`src/design/didr_pkg.sv`:
```
/*
  didr_pkg: register indexes, field positions and fixed values of the
  die identity readback block.
  assumes: byte address of a register is four times its index.
*/
package didr_pkg;

  // register indexes; byte address = index * 4
  localparam logic [7:0] DIDR_IDX_ID_0_15   = 8'h16;
  localparam logic [7:0] DIDR_IDX_ID_16_31  = 8'h17;
  localparam logic [7:0] DIDR_IDX_ID_32_47  = 8'h18;
  localparam logic [7:0] DIDR_IDX_ID_48_63  = 8'h19;
  localparam logic [7:0] DIDR_IDX_CHIP_TEST = 8'h7f;

  localparam int DIDR_ADDR_W = 12;
  localparam int DIDR_DATA_W = 32;
  localparam int DIDR_REG_W  = 16;
  localparam int DIDR_ID_W   = 64;

  // identity and level test register fields
  localparam int DIDR_LVL_HIGH_POS = 6;
  localparam int DIDR_LVL_LOW_POS  = 5;
  localparam int DIDR_MAKER_LSB    = 3;
  localparam int DIDR_REV_LSB      = 0;

  // arbitrary values, not those of any real part
  localparam logic [1:0] DIDR_MAKER_CODE = 2'h2;
  localparam logic [2:0] DIDR_REV_CODE   = 3'h4;

  localparam logic [DIDR_DATA_W-1:0] DIDR_RDATA_RST = 32'h0000_0000;

  typedef enum logic {DIDR_ST_IDLE, DIDR_ST_ACK} didr_state_t;

endpackage

```
`src/design/didr_rd_if.sv`:
```
/*
  didr_rd_if: read lookup path between the bus front end and the
  register read mux.
  assumes: purely combinational lookup, one index at a time.
*/
`timescale 1ns/1ps
interface didr_rd_if;
  logic [7:0]  idx;
  logic [31:0] data;
  logic        hit;

  modport req (output idx, input data, input hit);
  modport dec (input idx, output data, output hit);
endinterface

```
`src/design/didr_id_latch.sv`:
```
/*
  didr_id_latch: takes the 64-bit per-die word once, at the first edge
  after reset release.
  assumes: die_serial_bits_in is stable from reset release onward.
*/
`timescale 1ns/1ps
module didr_id_latch
#(
  parameter int ID_W = didr_pkg::DIDR_ID_W
)(
  // clock and reset
  input  wire logic            clk_in,
  input  wire logic            reset_in,
  // fuse side
  input  wire logic [ID_W-1:0] die_serial_bits_in,
  // captured word
  output logic      [ID_W-1:0] id_out,
  output logic                 loaded_out
);
  import didr_pkg::*;

  // a reset flop may only take a constant, so the word is caught after release
  always_ff @(posedge clk_in)
  begin
    if (reset_in)
    begin
      loaded_out <= 1'b0;
    end
    else
    begin
      loaded_out <= 1'b1;
    end
  end

  always_ff @(posedge clk_in)
  begin
    if (reset_in)
    begin
      id_out <= '0;
    end
    else if (!loaded_out)
    begin
      id_out <= die_serial_bits_in;
    end
  end

endmodule // didr_id_latch

```
`src/design/didr_reg_mux.sv`:
```
/*
  didr_reg_mux: read decode of the read-only identity registers.
  assumes: index arrives through didr_rd_if, answer used in same cycle.
*/
`timescale 1ns/1ps
module didr_reg_mux
(
  // captured die word
  input  wire logic [didr_pkg::DIDR_ID_W-1:0] id_in,
  // lookup port
  didr_rd_if.dec                              rd
);
  import didr_pkg::*;

  logic [DIDR_REG_W-1:0] chip_test;

  always_comb
  begin
    chip_test = '0;
    chip_test[DIDR_LVL_HIGH_POS] = 1'b1;
    chip_test[DIDR_LVL_LOW_POS] = 1'b0;
    chip_test[DIDR_MAKER_LSB +: 2] = DIDR_MAKER_CODE;
    chip_test[DIDR_REV_LSB +: 3] = DIDR_REV_CODE;
  end

  always_comb
  begin
    rd.hit  = 1'b1;
    rd.data = '0;
    unique case (rd.idx)
      DIDR_IDX_ID_0_15:   rd.data[15:0] = id_in[15:0];
      DIDR_IDX_ID_16_31:  rd.data[15:0] = id_in[31:16];
      DIDR_IDX_ID_32_47:  rd.data[15:0] = id_in[47:32];
      DIDR_IDX_ID_48_63:  rd.data[15:0] = id_in[63:48];
      DIDR_IDX_CHIP_TEST: rd.data[15:0] = chip_test;
      default:            rd.hit = 1'b0;
    endcase
  end

endmodule // didr_reg_mux

```
`src/design/didr_top.sv`:
```
/*
  didr_top: APB slave that returns the per-die identification word and
  the chip identity and level test register. All registers are read-only.
  assumes: APB3 master on clk_in, die word stable after reset release.
*/
// Implementation choice: the APB interface to the registers.
// Summary of operation
// - Index 0x16 returns die word bits 15:0 and writes to it change nothing.
// - Index 0x17 returns die word bits 31:16 and is read-only.
// - Index 0x18 returns die word bits 47:32 and is read-only.
// - Index 0x19 returns die word bits 63:48 and is read-only.
// - Bit 6 of index 0x7f always reads one, a fixed high output level.
// - Bit 5 of index 0x7f always reads zero, a fixed low output level.
`timescale 1ns/1ps
module didr_top
(
  // clock and reset
  input  wire logic                             clk_in,
  input  wire logic                             reset_in,
  // apb slave
  input  wire logic                             psel_in,
  input  wire logic                             penable_in,
  input  wire logic                             pwrite_in,
  input  wire logic [didr_pkg::DIDR_ADDR_W-1:0] paddr_in,
  input  wire logic [didr_pkg::DIDR_DATA_W-1:0] pwdata_in,
  output logic                                  pready_out,
  output logic      [didr_pkg::DIDR_DATA_W-1:0] prdata_out,
  output logic                                  pslverr_out,
  // die identity fuses
  input  wire logic [didr_pkg::DIDR_ID_W-1:0]   die_serial_bits_in
);
  import didr_pkg::*;

  // transfer state
  didr_state_t                state_q;
  didr_state_t                state_d;
  // captured die word
  logic [DIDR_ID_W-1:0]       id_word;
  logic                       id_loaded;
  // address checks
  logic                       addr_aligned;
  logic                       addr_in_page;
  logic                       addr_ok;
  // request qualifiers
  logic                       access;
  logic                       access_rd;
  // next values of the answer flops
  logic                       pready_d;
  logic [DIDR_DATA_W-1:0]     prdata_d;
  logic                       pslverr_d;
  // read lookup into the register mux
  didr_rd_if                  didr_rd_if_i ();

  didr_id_latch #(
    .ID_W               (DIDR_ID_W)
  ) didr_id_latch_i (
    .clk_in             (clk_in),
    .reset_in           (reset_in),
    .die_serial_bits_in (die_serial_bits_in),
    .id_out             (id_word),
    .loaded_out         (id_loaded)
  );

  didr_reg_mux didr_reg_mux_i (
    .id_in (id_word),
    .rd    (didr_rd_if_i)
  );

  // the word index; the mux says whether it names a register
  assign didr_rd_if_i.idx = paddr_in[9:2];

  // upper address bits and misaligned addresses fall outside the map
  always_comb
  begin
    addr_aligned = (paddr_in[1:0] == 2'h0);
    addr_in_page = (paddr_in[DIDR_ADDR_W-1:10] == '0);
    addr_ok      = didr_rd_if_i.hit && addr_aligned && addr_in_page;
  end

  // not answered until the word is caught; the state guard stops a second take
  // while the master still holds psel and penable in the answer cycle
  always_comb
  begin
    access    = psel_in && penable_in && id_loaded && (state_q == DIDR_ST_IDLE);
    access_rd = access && !pwrite_in;
  end

  // one wait state: the answer stands for exactly one cycle
  always_comb
  begin
    state_d = state_q;
    unique case (state_q)
      DIDR_ST_IDLE:
      begin
        if (access)
        begin
          state_d = DIDR_ST_ACK;
        end
      end
      DIDR_ST_ACK:
      begin
        state_d = DIDR_ST_IDLE;
      end
    endcase
  end

  always_ff @(posedge clk_in)
  begin
    if (reset_in)
    begin
      state_q <= DIDR_ST_IDLE;
    end
    else
    begin
      state_q <= state_d;
    end
  end

  always_comb
  begin
    pready_d = access;
  end

  always_ff @(posedge clk_in)
  begin
    if (reset_in)
    begin
      pready_out <= 1'b0;
    end
    else
    begin
      pready_out <= pready_d;
    end
  end

  // writes store nothing: every register here is read-only, so write data is ignored
  always_comb
  begin
    prdata_d = DIDR_RDATA_RST;
    if (access_rd && addr_ok)
    begin
      prdata_d = didr_rd_if_i.data;
    end
  end

  always_ff @(posedge clk_in)
  begin
    if (reset_in)
    begin
      prdata_out <= DIDR_RDATA_RST;
    end
    else
    begin
      prdata_out <= prdata_d;
    end
  end

  // a write to a mapped register is taken silently; only unmapped addresses fail
  always_comb
  begin
    pslverr_d = 1'b0;
    if (access && !addr_ok)
    begin
      pslverr_d = 1'b1;
    end
  end

  always_ff @(posedge clk_in)
  begin
    if (reset_in)
    begin
      pslverr_out <= 1'b0;
    end
    else
    begin
      pslverr_out <= pslverr_d;
    end
  end

endmodule // didr_top

```
`config.mk`:
```
export PLATFORM = sky130hd
export DESIGN_NAME = didr_top
export DESIGN_NICKNAME = d
export VERILOG_FILES = /design/src/design/didr_pkg.sv /design/src/design/didr_rd_if.sv /design/src/design/didr_id_latch.sv /design/src/design/didr_reg_mux.sv /design/src/design/didr_top.sv
export SDC_FILE = /design/constraint.sdc
export NUM_CORES = 1
export LEC_CHECK = 0
export ABC_CLOCK_PERIOD_IN_PS = 4260
export BUFFER_PORTS_ARGS = -buffer_cell sky130_fd_sc_hd__buf_2
export CORE_MARGIN = 5
export CORE_UTILIZATION = 45
export DETAILED_ROUTE_END_ITERATION = 10
export GPL_TIMING_DRIVEN = 0
export PLACE_DENSITY_LB_ADDON = 0.1
export SETUP_SLACK_MARGIN = 0.5
export SYNTH_ARGS = -nofsm -noshare
export SYNTH_HDL_FRONTEND = slang
export SYNTH_HIERARCHICAL = 1
export SYNTH_SLANG_ARGS = --single-unit
```
`constraint.sdc`:
```
create_clock -name clk_in -period 4.26 [get_ports clk_in]
set_input_delay 0.852 -clock clk_in [delete_from_list [all_inputs] [get_ports clk_in]]
set_output_delay 0.852 -clock clk_in [all_outputs]
set_load 0.01 [all_outputs]
```
# Word-level counts from Yosys, hierarchy flattened
# Index checks and enable logic that the tools add are counted.
[totals]
register_bits = 100
in_bits = 113
word_cells = 34
[classes]
eq_ne = 5
n_mux = 6
n_bitwise = 2
reduce_logical = 14
[op_table]
columns = ["cell", "n"]
rows = [
  ["16-bit one-hot mux with 5 select lines", 1],
  ["8-bit by 5-bit == test with 1-bit output, second input constant", 4],
  ["8-bit by 7-bit == test with 1-bit output, second input constant", 1],
  ["1-bit logical AND", 8],
  ["5-bit OR reduction", 1],
  ["2-bit logical NOT", 2],
  ["1-bit two-way mux", 4],
  ["1-bit logical NOT", 2],
  ["1-bit inverter", 2],
  ["1-bit one-hot mux with 2 select lines", 1],
  ["2-bit OR reduction", 1],
]

# Depth between registers and ports, before layout
# Gate-level depths: netlist of the first run.
[logic_depth]
word_depth = 8
mapped_depth = 9

# Modules after synthesis
# Netlist of the first run, hierarchy kept.
[by_module_without_submodules]
columns = ["module", "n_inst", "cells_per_inst", "area_per_inst_um2", "seq_area_each_um2"]
rows = [
  ["didr_id_latch", 1, 208, 2318.5, 1301.2],
  ["didr_top", 1, 127, 1575.3, 700.7],
  ["didr_reg_mux", 1, 100, 762.0, 0.0],
]

# Worst setup path before layout of the first run
# Ideal clock, no wire load.
[synth_timing]
path_type = "input to register"
from = "input paddr_in[2] (netlist bit)"
to = "register prdata_out[0] (netlist bit)"
arrival_ns = 2.504
required_ns = 4.172
path_slack_ns = 1.668
path_stages = 9
n_path_buf = 4
path_cell_list = "buf_2 -> buf_4 -> nand4_1 -> or3_1 -> o21ai_0 -> or3b_1 -> buf_6 -> buf_6 -> nor4_2"
[synth_between]
elab_chain_len = 8
[synth_lines]
columns = ["element", "line", "rtl"]
rows = [
  ["start, declared", "didr_top.sv:24", "input wire logic [didr_pkg::DIDR_ADDR_W-1:0] paddr_in,"],
  ["8-bit by 5-bit == test with 1-bit output / 8-bit by 7-bit == test with 1-bit output (equally long branches)", "didr_reg_mux.sv:30", "unique case (rd.idx)"],
  ["5-bit OR reduction (no source line) *", "--", ""],
  ["1-bit two-way mux *", "didr_reg_mux.sv:30", ""],
  ["net didr_rd_if_i.hit", "didr_rd_if.sv:10", "logic hit;"],
  ["1-bit logical AND * (2 in series)", "didr_top.sv:77", "addr_ok = didr_rd_if_i.hit && addr_aligned && addr_in_page;"],
  ["1-bit logical AND *", "didr_top.sv:140", "if (access_rd && addr_ok)"],
  ["1-bit inverter (no source line) *", "--", ""],
  ["2-bit OR reduction (no source line) *", "--", ""],
  ["end signal, assigned", "didr_top.sv:154", "prdata_out <= prdata_d;"],
  ["end, declared", "didr_top.sv:27", "output logic [didr_pkg::DIDR_DATA_W-1:0] prdata_out,"],
]
# Mark *: on every way through the listed nets, which the timed path passes. The rest lies on a longest branch.
# A chain may end at the register's enable or synchronous reset.

# Worst setup path in the final report of the first run
[layout_timing]
from = "input paddr_in[9] (netlist bit)"
to = "register prdata_out[5] (netlist bit)"
# Same word-level chain as after synthesis.

==> metrics.md, run 1 <==
| Metric | Value |
|---|---|
| Status | completed |
| DP HPWL | 8740 µm |
| Largest net degree at the start of global routing | 19 |
| Final ANT Viol Nets | 0 |
| Placed insts | 699 |
| Pwr dens | 328 nW/µm² |
| IO buf count | 113 |
| Initial Util | 45.7% |
| Total negative slack | 0 ns |
| WP data arrival | 2.93 ns |
| Design Power | 1.86 mW |
| Setup bufs post-CTS | 0 |
| Vias | 3534 |
| DRT Wirelength | 11400 µm |
| Worst EP required | 4.54 ns |
| Max-cap violations | 0 |
| # diodes | 0 |
| CTS sink count | 100 |
| Slew HR | 56.5% |
| Synthesized flop and latch total | 100 |
| Layout Utilization | 55.5% |
| IR drop worst, VDD | 0.138 mV |
| Final GP Congestion | 0.788 |
| Kind of critical path | in2reg |
| Sequential share of power | 53.4% |
| Netlist cell types | 31 |
| Final setup fails | 0 |
| Syn. warnings | 6 |
| # IOs | 147 |
| Clock buffer count from CTS | 9 |
| Reg clk slew, reported paths | 0.10 ns |
| Clk Latency, worst-skew pair | 0.38 ns |
| Worst-margin pin slew | 0.653 ns |
| Tcrit/Tclk final | 62.3% |
| Synth area leaders | dfxtp_1, mux2i_1, nor4_2, or4b_1, nor2_1 |
| Seq/Total Area, Yosys | 43.0% |
| Switching Power | 0.491 mW |
| Top FF cell, synth | dfxtp_1 |
| Hold Slack | 0.503 ns |
| Total die area | 12500 µm² |
| Max Slew Vio Count | 0 |
| Initial antenna violation count | 1 |
| GRT overflow | 0 |
| Clk root buf | clkbuf_8 |
| Nets | 687 |
| Layout area overhead | 21.5% |
| Post-Layout Cell Count | 715 |
| Area of the mapped netlist | 4660 µm² |
| Async set-reset flop share out of synthesis | 0% |
| First-pass GRT wire length | 18000 µm |
| CTS tree | yes |
| CTS resizes | 0 |
| Fin. Hold Viols | 0 |
| Post-synth EDFFs | 0 |
| Worst Skew | 0.00977 ns |
| Top cell type's share of synthesized area | 43.0% |
| Die Wd | 112 µm |
| CTS Hold Bufs | 0 |
| Minimum clock period | 2.66 ns |
| Drt first-iter violations | 139 |
| RSZ-0062 raised after global routing | no |
| Max Root-Sink Buffers | 2 |
| Cell Rows | 37 |
| Die Span Y | 112 µm |
| Hold Crit Class | reg2reg |
| Clock share of power | 33.9% |
| Routed len/inst | 16.0 µm |
| P_int | 1.36 mW |
| Fillers | 980 |
| Syn_area_per_cell | 10.7 µm² |
| Vias per cell | 4.94 |
| Synth Instances | 435 |
| FMAX | 0.377 GHz |
| Cell taking the most area after synthesis | dfxtp_1 |
| DR pass1 iterations | 4 |
| CP Launch Type | primary input |
| Layout cell share with drive strength beyond 1 | 36.1% |
| Core box area | 10200 µm² |
| Crit path max fanout | 10 |
| Crit end category | flop |
| Gate power share | 12.7% |
| H-tree depth | 3 |
| Switch share | 26.5% |
| Global Route Usage Sum | 18.3% |
| DR DRC count | 0 |
| Leakage | 2.50 nW |
| Vias in the first global route | 3483 |
[final timing paths]
check / startpoint / end / slack, ns / depth (start not counted)
max: paddr_in[9] / prdata_out[5] / 1.60 / 9
min: didr_id_latch_i/id_out[8] / didr_id_latch_i/id_out[8] / 0.50 / 2
max reg2reg: didr_id_latch_i/id_out[63] / prdata_out[15] / 2.72 / 5
min reg2reg: didr_id_latch_i/id_out[8] / didr_id_latch_i/id_out[8] / 0.50 / 2
[layout make-up]
type	count	area [µm²]	share of cell area, %
buffer	59	420	7.43
clock buffer	9	124	2.19
clock inverter	7	83.8	1.48
inverter	3	11.3	0.199
multi-input combinational	288	2280	40.3
sequential	100	2000	35.4
tap	136	170	3.01
timing repair buffer	113	566	10.0
[cell usage after synthesis (2+ instances only)]
cell      count
buf_6         6
o31ai_1       2
nor4_2       30
o22a_1       10
dfxtp_1     100
or4b_1       32
buf_1         3
clkbuf_2      3
buf_4        18
buf_2        12
o21ai_0       2
clkbuf_1     11
nor3b_1       2
nor4_1        2
mux2i_1      92
o22a_2        4
a221oi_1      4
inv_1         2
or3_1         2
buf_8         6
or3b_1        2
nor2_1       81
[routing by layer]
metal / GRT usage (%) / vias to the layer above / part of all wire [%]
met4: 8.68 / 2 / 2.8
met3: 4.62 / 23 / 6.8
met2: 29.7 / 101 / 46
met5: 0 / - / 0.16
li1: - / 1801 / -
met1: 22.6 / 1607 / 44
[worst max-delay path, cell delays in order]
cell and delay, ns:
buf_2 0.09, nand2b_1 0.18, or3_1 0.32, clkbuf_2 0.16, o21ai_0 0.38, or3b_1 0.41, buf_6 0.14, buf_6 0.14
nor4_2 0.25
[sequential cells by signal (all words and copies together) (netlist names)]
register                    count
prdata_out                     32
didr_id_latch_i/loaded_out      1
pslverr_out                     1
pready_out                      1
didr_id_latch_i/id_out         64
state_q                         1
[placed cells by master, fill, tap and decap left out, drive strengths merged]
| cell | instances |
|---|---|
| buf | 158 |
| dfxtp | 100 |
| mux2i | 92 |
| nor2 | 81 |
| or4b | 32 |
| nor4 | 32 |
| clkbuf | 23 |
| conb | 16 |
| o22a | 14 |
| a221oi | 4 |
| clkinv | 4 |
| inv | 4 |
| or3b | 2 |
| nor3b | 2 |
| or3 | 2 |
| o21ai | 2 |
| o31ai | 2 |
| nand4bb | 1 |
| a211oi | 1 |
| clkinvlp | 1 |
| bufinv | 1 |
| nand2b | 1 |
| and3b | 1 |
| nand2 | 1 |
| nand4 | 1 |
| nand3b | 1 |
[kinds of logic (layout without fill, tap and decap cells)]
family                 Yosys count  after routing  share of synthesized area, %
DFF                            100            100                          43.0
AOI/OAI and AO/OA               23             23                          4.19
muxes                           92             92                          19.8
and+or+nand+nor                157            157                          23.7
buffers and inverters           62            191                          9.27
other                            1             16                        0.0805
[power by group through the flow]
stage / sequential [mW] / combinational, mW / clock, mW
final: 0.991 / 0.236 / 0.629
after floorplan: 1.01 / 0.157 / 0
after detailed placement: 1.01 / 0.235 / 0
after global routing: 0.996 / 0.258 / 0.680
after global placement: 1.01 / 0.231 / 0
after CTS: 0.992 / 0.236 / 0.651
[stage by stage]
| stage | worst slack, ns | area, µm² |
|---|---|---|
| 2_1_floorplan | 1.67 | 4710 |
| 3_3_place_gp | 1.27 | 5450 |
| 3_5_place_dp | 1.23 | 5450 |
| 4_1_cts | 1.62 | 5660 |
| 5_1_grt | 1.50 | 5660 |
| 6_report | 1.60 | 5660 |
Note: power is estimated with default switching activity, not from simulation.
==> run 2: changes to the inputs <==
ABC_AREA = 1   (was default)
ABC_CLOCK_PERIOD_IN_PS = 2500   (was 4260)
clock period = 2.5 ns   (was 4.26 ns; I/O delays follow)
==> metrics.md, run 2 <==
| Metric | Value |
|---|---|
| Post-synthesis compound-gate area fraction | 0.106% (-4.1 points) |
| Largest family of logic cells by synthesized area | simple AND/OR/NAND/NOR gates |
| Global Route Usage Sum | 19.0% (+0.68 points) |
| Most frequent cell after synthesis | nand2_1 |
| Sequential Area | 2000 µm² (unchanged) |
| Largest net degree at the start of global routing | 17 (-2) |
| Synthesized flop and latch total | 100 (unchanged) |
| Initial Util | 45.8% (+0.087 points) |
| CP Launch Type | primary input |
| Max reg flops | 64 (unchanged) |
| IR drop worst, VDD | 0.318 mV (+130%) |
| First-pass GRT wire length | 19300 µm (+6.9%) |
| CTS tree | yes |
| Nets | 926 (+35%) |
| Vias per cell | 4.48 (-9.4%) |
| Simple-gate share of the synthesized area | 38.5% (+15 points) |
| Drt first-iter violations | 192 (+38%) |
| Top flop regs | didr_id_latch_i/id_out (64), prdata_out (32) |
| Mux contribution to synthesized area | 0% (-20 points) |
| Crit path max fanout | 10 (unchanged) |
| DRT Wirelength | 11700 µm (+2.6%) |
| IO buf count | 114 (+0.88%) |
| DR DRC count | 0 (unchanged) |
| Fillers | 1035 (+5.6%) |
| Final setup fails | 0 (unchanged) |
| Max-cap violations | 0 (unchanged) |
| Final ANT Viol Nets | 0 (unchanged) |
| Post-synth EDFFs | 0 (unchanged) |
| Total negative slack | 0 ns (unchanged) |
| Layout Utilization | 55.7% (+0.21 points) |
| Seq/Total Area, Yosys | 42.5% (-0.47 points) |
| Hold Crit Class | in2reg |
| Area of the mapped netlist | 4710 µm² (+1.1%) |
| Vias | 4274 (+21%) |
| Cell taking the most area after synthesis | dfxtp_1 |
| Status | completed |
| Worst Skew | 0.0114 ns (+0.00166 ns) |
| Cell Rows | 37 (unchanged) |
| Crit end category | flop |
| Max Slew Vio Count | 0 (unchanged) |
| Place WS | 0.377 ns (-0.855 ns) |
| Biggest register | didr_id_latch_i/id_out |
| RSZ-0062 raised after global routing | no |
| Core box area | 10300 µm² (+0.91%) |
| Setup bufs post-CTS | 0 (unchanged) |
| Most frequent cells in the layout | nand2_1, nor2_1, buf_2 |
| Pwr dens | 571 nW/µm² (+74%) |
| Worst setup margin | 0.783 ns (-0.821 ns) |
| Hold Slack | 0.335 ns (-0.168 ns) |
| CTS Hold Bufs | 0 (unchanged) |
| Vias in the first global route | 4098 (+18%) |
| Synth Instances | 673 (+55%) |
| Routed len/inst | 12.3 µm (-23%) |
| Layout cell share with drive strength beyond 1 | 27.4% (-8.7 points) |
| Multi-input gate area | 1880 µm² (-18%) |
| Die Wd | 112 µm (+0.50%) |
| Minimum clock period | 1.72 ns |
| Die Span Y | 112 µm (+0.50%) |
| Max Root-Sink Buffers | 2 (unchanged) |
| Final GP Congestion | 0.864 (+9.6%) |
| H-tree depth | 3 (unchanged) |
| Top FF cell, synth | dfxtp_1 |
| Async set-reset flop share out of synthesis | 0% (unchanged) |
| GRT overflow | 0 (unchanged) |
| DP HPWL | 9090 µm (+4.0%) |
| WP data arrival | 2.03 ns (-0.90 ns) |
| Leakage | 2.94 nW (+18%) |
| Syn_area_per_cell | 6.99 µm² (-35%) |
| Clk root buf | clkbuf_8 |
| Clk Latency, worst-skew pair | 0.37 ns (about the same) |
| Synth area leaders | dfxtp_1, nand2_1, nor2_1, inv_1, nand3_1 |
| Total die area | 12600 µm² (+1.0%) |
| Top cell type's share of synthesized area | 42.5% (-0.47 points) |
| Kind of critical path | in2reg |
| Worst EP required | 2.81 ns (-1.73 ns) |
| CTS resizes | 0 (unchanged) |
| Tcrit/Tclk final | 68.7% |
| FMAX | 0.582 GHz |
| Synth Area in Adders | 0% (unchanged) |
| Leading cell type in the layout, fill and taps excluded | nand2_1 |
| Synth Area in XOR/XNOR | 0% (unchanged) |
| # IOs | 147 (unchanged) |
| Most frequent cells after synthesis | nand2_1, nor2_1, inv_1, dfxtp_1, nand3_1 |
| DR pass1 iterations | 5 (+1) |
| Syn. warnings | 6 (unchanged) |
| # diodes | 0 (unchanged) |
| Netlist cell types | 20 (-35%) |
| Reg clk slew, reported paths | 0.10 ns (about the same) |
| Layout area overhead | 21.7% |
| Initial antenna violation count | 0 (-1) |
| Fin. Hold Viols | 0 (unchanged) |
| CTS sink count | 100 (unchanged) |
| Clock buffer count from CTS | 9 (unchanged) |
[run 2: cell families (layout without fill, tap and decap cells)]
group           Yosys count  count (layout)
compound gates            1               1
buf+inv                 163             293
flops                   100             100
other cells               1              16
simple gates            408             408
[run 2: final timing paths]
| kind | startpoint | end | slack (ns) | cells after the start |
|---|---|---|---|---|
| worst max-delay path | paddr_in[5] | prdata_out[7] | 0.78 | 12 |
| worst min-delay path | die_serial_bits_in[20] | didr_id_latch_i/id_out[20] | 0.34 | 3 |
| worst max register to register | didr_id_latch_i/loaded_out | prdata_out[7] | 1.30 | 5 |
| worst min register to register | didr_id_latch_i/id_out[1] | didr_id_latch_i/id_out[1] | 0.52 | 4 |
[run 2: worst max-delay path: stages]
cell and delay, ns:
buf_2 0.12, inv_1 0.06, nand2_2 0.08, nor2_4 0.24, buf_6 0.18, nand2_1 0.06, nand4_1 0.12, nand2_1 0.08
nor2_2 0.14, nand3_4 0.13, buf_6 0.19, nor2_2 0.11
[run 2: layout make-up]
type | instances | share of cell area, %
flip-flops and latches | 100 | 34.9
multi-input cells | 425 | 32.8
repair buffers | 114 | 9.96
plain buffers | 50 | 7.99
inverters | 113 | 7.40
well taps | 136 | 2.97
clock buffers | 11 | 2.47
clock inverters | 5 | 1.44
[run 2: per-layer routing]
metal | global-route usage, % | vias to the layer above | wire, µm
met3 | 4.31 | 14 | 768
met5 | 0 | - | 0
met4 | 4.97 | 0 | 178
met1 | 24.7 | 1917 | 5270
li1 | - | 2230 | -
met2 | 31.8 | 113 | 5510
[run 2: through the flow]
stage / std cells / cell area (µm²) / total power, mW
final: 954 / 5730 / 3.27
after global routing: 954 / 5730 / 3.41
after CTS: 954 / 5730 / 3.29
after detailed placement: 938 / 5500 / 2.12
after global placement: 938 / 5500 / 2.11
after floorplan: 688 / 4760 / 1.99
[run 2: where the power goes]
group	internal, mW	total, mW	switching [mW]
sequential	1.67	1.72	0.0492
combinational	0.170	0.374	0.204
clock	0.598	1.18	0.581
==> run 3: changes to the inputs <==
ABC_CLOCK_PERIOD_IN_PS = 1450   (was 2500)
clock period = 1.45 ns   (was 2.5 ns; I/O delays follow)
==> metrics.md, run 3 (synthesized netlist as in run 2, its figures left out) <==
| Metric | Value |
|---|---|
| Status | completed |
| Pwr dens | 820 nW/µm² (+44%) |
| Max Slew Vio Count | 0 (unchanged) |
| Total negative slack | 0 ns (unchanged) |
| Max-cap violations | 0 (unchanged) |
| Initial antenna violation count | 0 (unchanged) |
| Total die area | 12600 µm² (unchanged) |
| Clock buffer count from CTS | 9 (unchanged) |
| Reg2Reg Depth | 7 (+2) |
| Minimum clock period | 1.29 ns |
| Vias per cell | 4.62 (+3.2%) |
| Worst EP required | 1.76 ns (-1.05 ns) |
| Layout cell share with drive strength beyond 1 | 48.8% (+21 points) |
| CTS tree | yes |
| DR pass1 iterations | 4 (-1) |
| Die Wd | 112 µm (unchanged) |
| Kind of critical path | in2reg |
| First-pass GRT wire length | 22300 µm (+15%) |
| Placed insts | 938 (unchanged) |
| Min-Delay Path Depth | 3 (unchanged) |
| Reg clk slew, reported paths | 0.10 ns (about the same) |
| Leakage | 3.40 nW (+16%) |
| Largest net degree at the start of global routing | 18 (+1) |
| Crit end category | flop |
| Final GP Congestion | 0.858 (-0.71%) |
| Layout area overhead | 55.9% |
| Crit path max fanout | 10 (unchanged) |
| H-tree depth | 3 (unchanged) |
| Fin. Hold Viols | 0 (unchanged) |
| Tcrit/Tclk final | 89.0% |
| Most frequent cells in the layout | inv_1, buf_2, dfxtp_1 |
| DP HPWL | 9000 µm (-0.94%) |
| Core box area | 10300 µm² (unchanged) |
| Routed len/inst | 14.6 µm (+19%) |
| Biggest register | didr_id_latch_i/id_out |
| Nets | 961 (+3.8%) |
| Fillers | 802 (-23%) |
| Drt first-iter violations | 238 (+24%) |
| Hold Crit Class | in2reg |
| # diodes | 0 (unchanged) |
| Vias in the first global route | 4542 (+11%) |
| # IOs | 147 (unchanged) |
| GRT overflow | 0 (unchanged) |
| Post-Layout Cell Count | 989 (+3.7%) |
| Max reg flops | 64 (unchanged) |
| CP Launch Type | primary input |
| WP data arrival | 1.60 ns (-0.43 ns) |
| CTS sink count | 100 (unchanged) |
| FMAX | 0.775 GHz |
| Cell Rows | 37 (unchanged) |
| Worst Skew | 0.0107 ns (-0.000683 ns) |
| DRT Wirelength | 14500 µm (+23%) |
| Initial Util | 45.8% (unchanged) |
| Hold Slack | 0.122 ns (-0.213 ns) |
| Clk Latency, worst-skew pair | 0.36 ns (about the same) |
| RSZ-0062 raised after global routing | yes |
| Design Power | 6.02 mW (+84%) |
| Final setup fails | 0 (unchanged) |
| Final ANT Viol Nets | 0 (unchanged) |
| CTS Hold Bufs | 0 (unchanged) |
| Max Root-Sink Buffers | 2 (unchanged) |
| Vias | 4573 (+7.0%) |
| Leading cell type in the layout, fill and taps excluded | inv_1 |
| Layout Utilization | 71.4% (+16 points) |
| Top flop regs | didr_id_latch_i/id_out (64), prdata_out (32) |
| Die Span Y | 112 µm (unchanged) |
| Global Route Usage Sum | 22.0% (+3.0 points) |
| Clk root buf | clkbuf_8 |
| DR DRC count | 0 (unchanged) |
| IR drop worst, VDD | 0.599 mV (+88%) |
| IO buf count | 114 (unchanged) |
[run 3: cell types whose count changed in the layout (fill, tap and decap cells not counted), sizes merged]
cell      change
buf          +35
bufinv        -1
clkbuf        -1
clkinvlp      +2
[run 3: cell type report]
cell class | instances | area [µm²] | share of cell area [%]
Buffer | 50 | 586 | 7.98
Clock buffer | 10 | 138 | 1.88
Clock inverter | 6 | 70.1 | 0.955
Inverter | 113 | 460 | 6.27
Multi-Input combinational cell | 425 | 2610 | 35.5
Sequential cell | 100 | 2020 | 27.6
Tap cell | 136 | 170 | 2.32
Timing Repair Buffer | 149 | 1290 | 17.5
[run 3: repair_timing]
item | 4_1_cts | 5_1_grt
hold endpoints to repair | 0 | 0
buffers inserted | 18 | 2
gates resized for setup | 152 | 138
cloned | 15 | 0
pin swaps | 86 | 97
setup endpoints to repair | 110 | 115
[run 3: worst paths after layout]
path | from | to | slack (ns)
hold reg to reg | didr_id_latch_i/id_out[5] | didr_id_latch_i/id_out[5] | 0.53
setup / recovery | paddr_in[3] | prdata_out[14] | 0.16
setup reg to reg | didr_id_latch_i/loaded_out | didr_id_latch_i/id_out[17] | 0.26
hold / removal | die_serial_bits_in[18] | didr_id_latch_i/id_out[18] | 0.12
[run 3: through the flow]
step                      area (µm²)  worst slack, ns
after floorplan                 4830         -0.00278
after global placement          5570           -0.446
after detailed placement        5570           -0.458
after CTS                       6840            0.233
after global routing            7340           0.0706
final                           7340            0.159
[run 3: routing by layer]
layer,part of all wire (%),up-vias,wire length (µm),GRT usage (%)
li1,-,2309,-,-
met1,41,2080,5880,27.5
met2,51,160,7390,37.8
met3,6.3,24,916,3.94
met4,2.0,0,295,8.01
met5,0,-,0,0
[run 3: worst max-delay path, cell delays in order]
cell and delay, ns:
buf_2 0.12, inv_1 0.09, nand2_2 0.07, nor2_4 0.12, nand2_2 0.09, nand4_1 0.18, nand2_2 0.09, nor2_4 0.14
nand3_4 0.14, buf_12 0.19, nor2_2 0.09
[run 3: power breakdown]
group	internal, mW	switching, mW
combinational	0.571	0.594
clock	0.861	1.03
sequential	2.87	0.0926
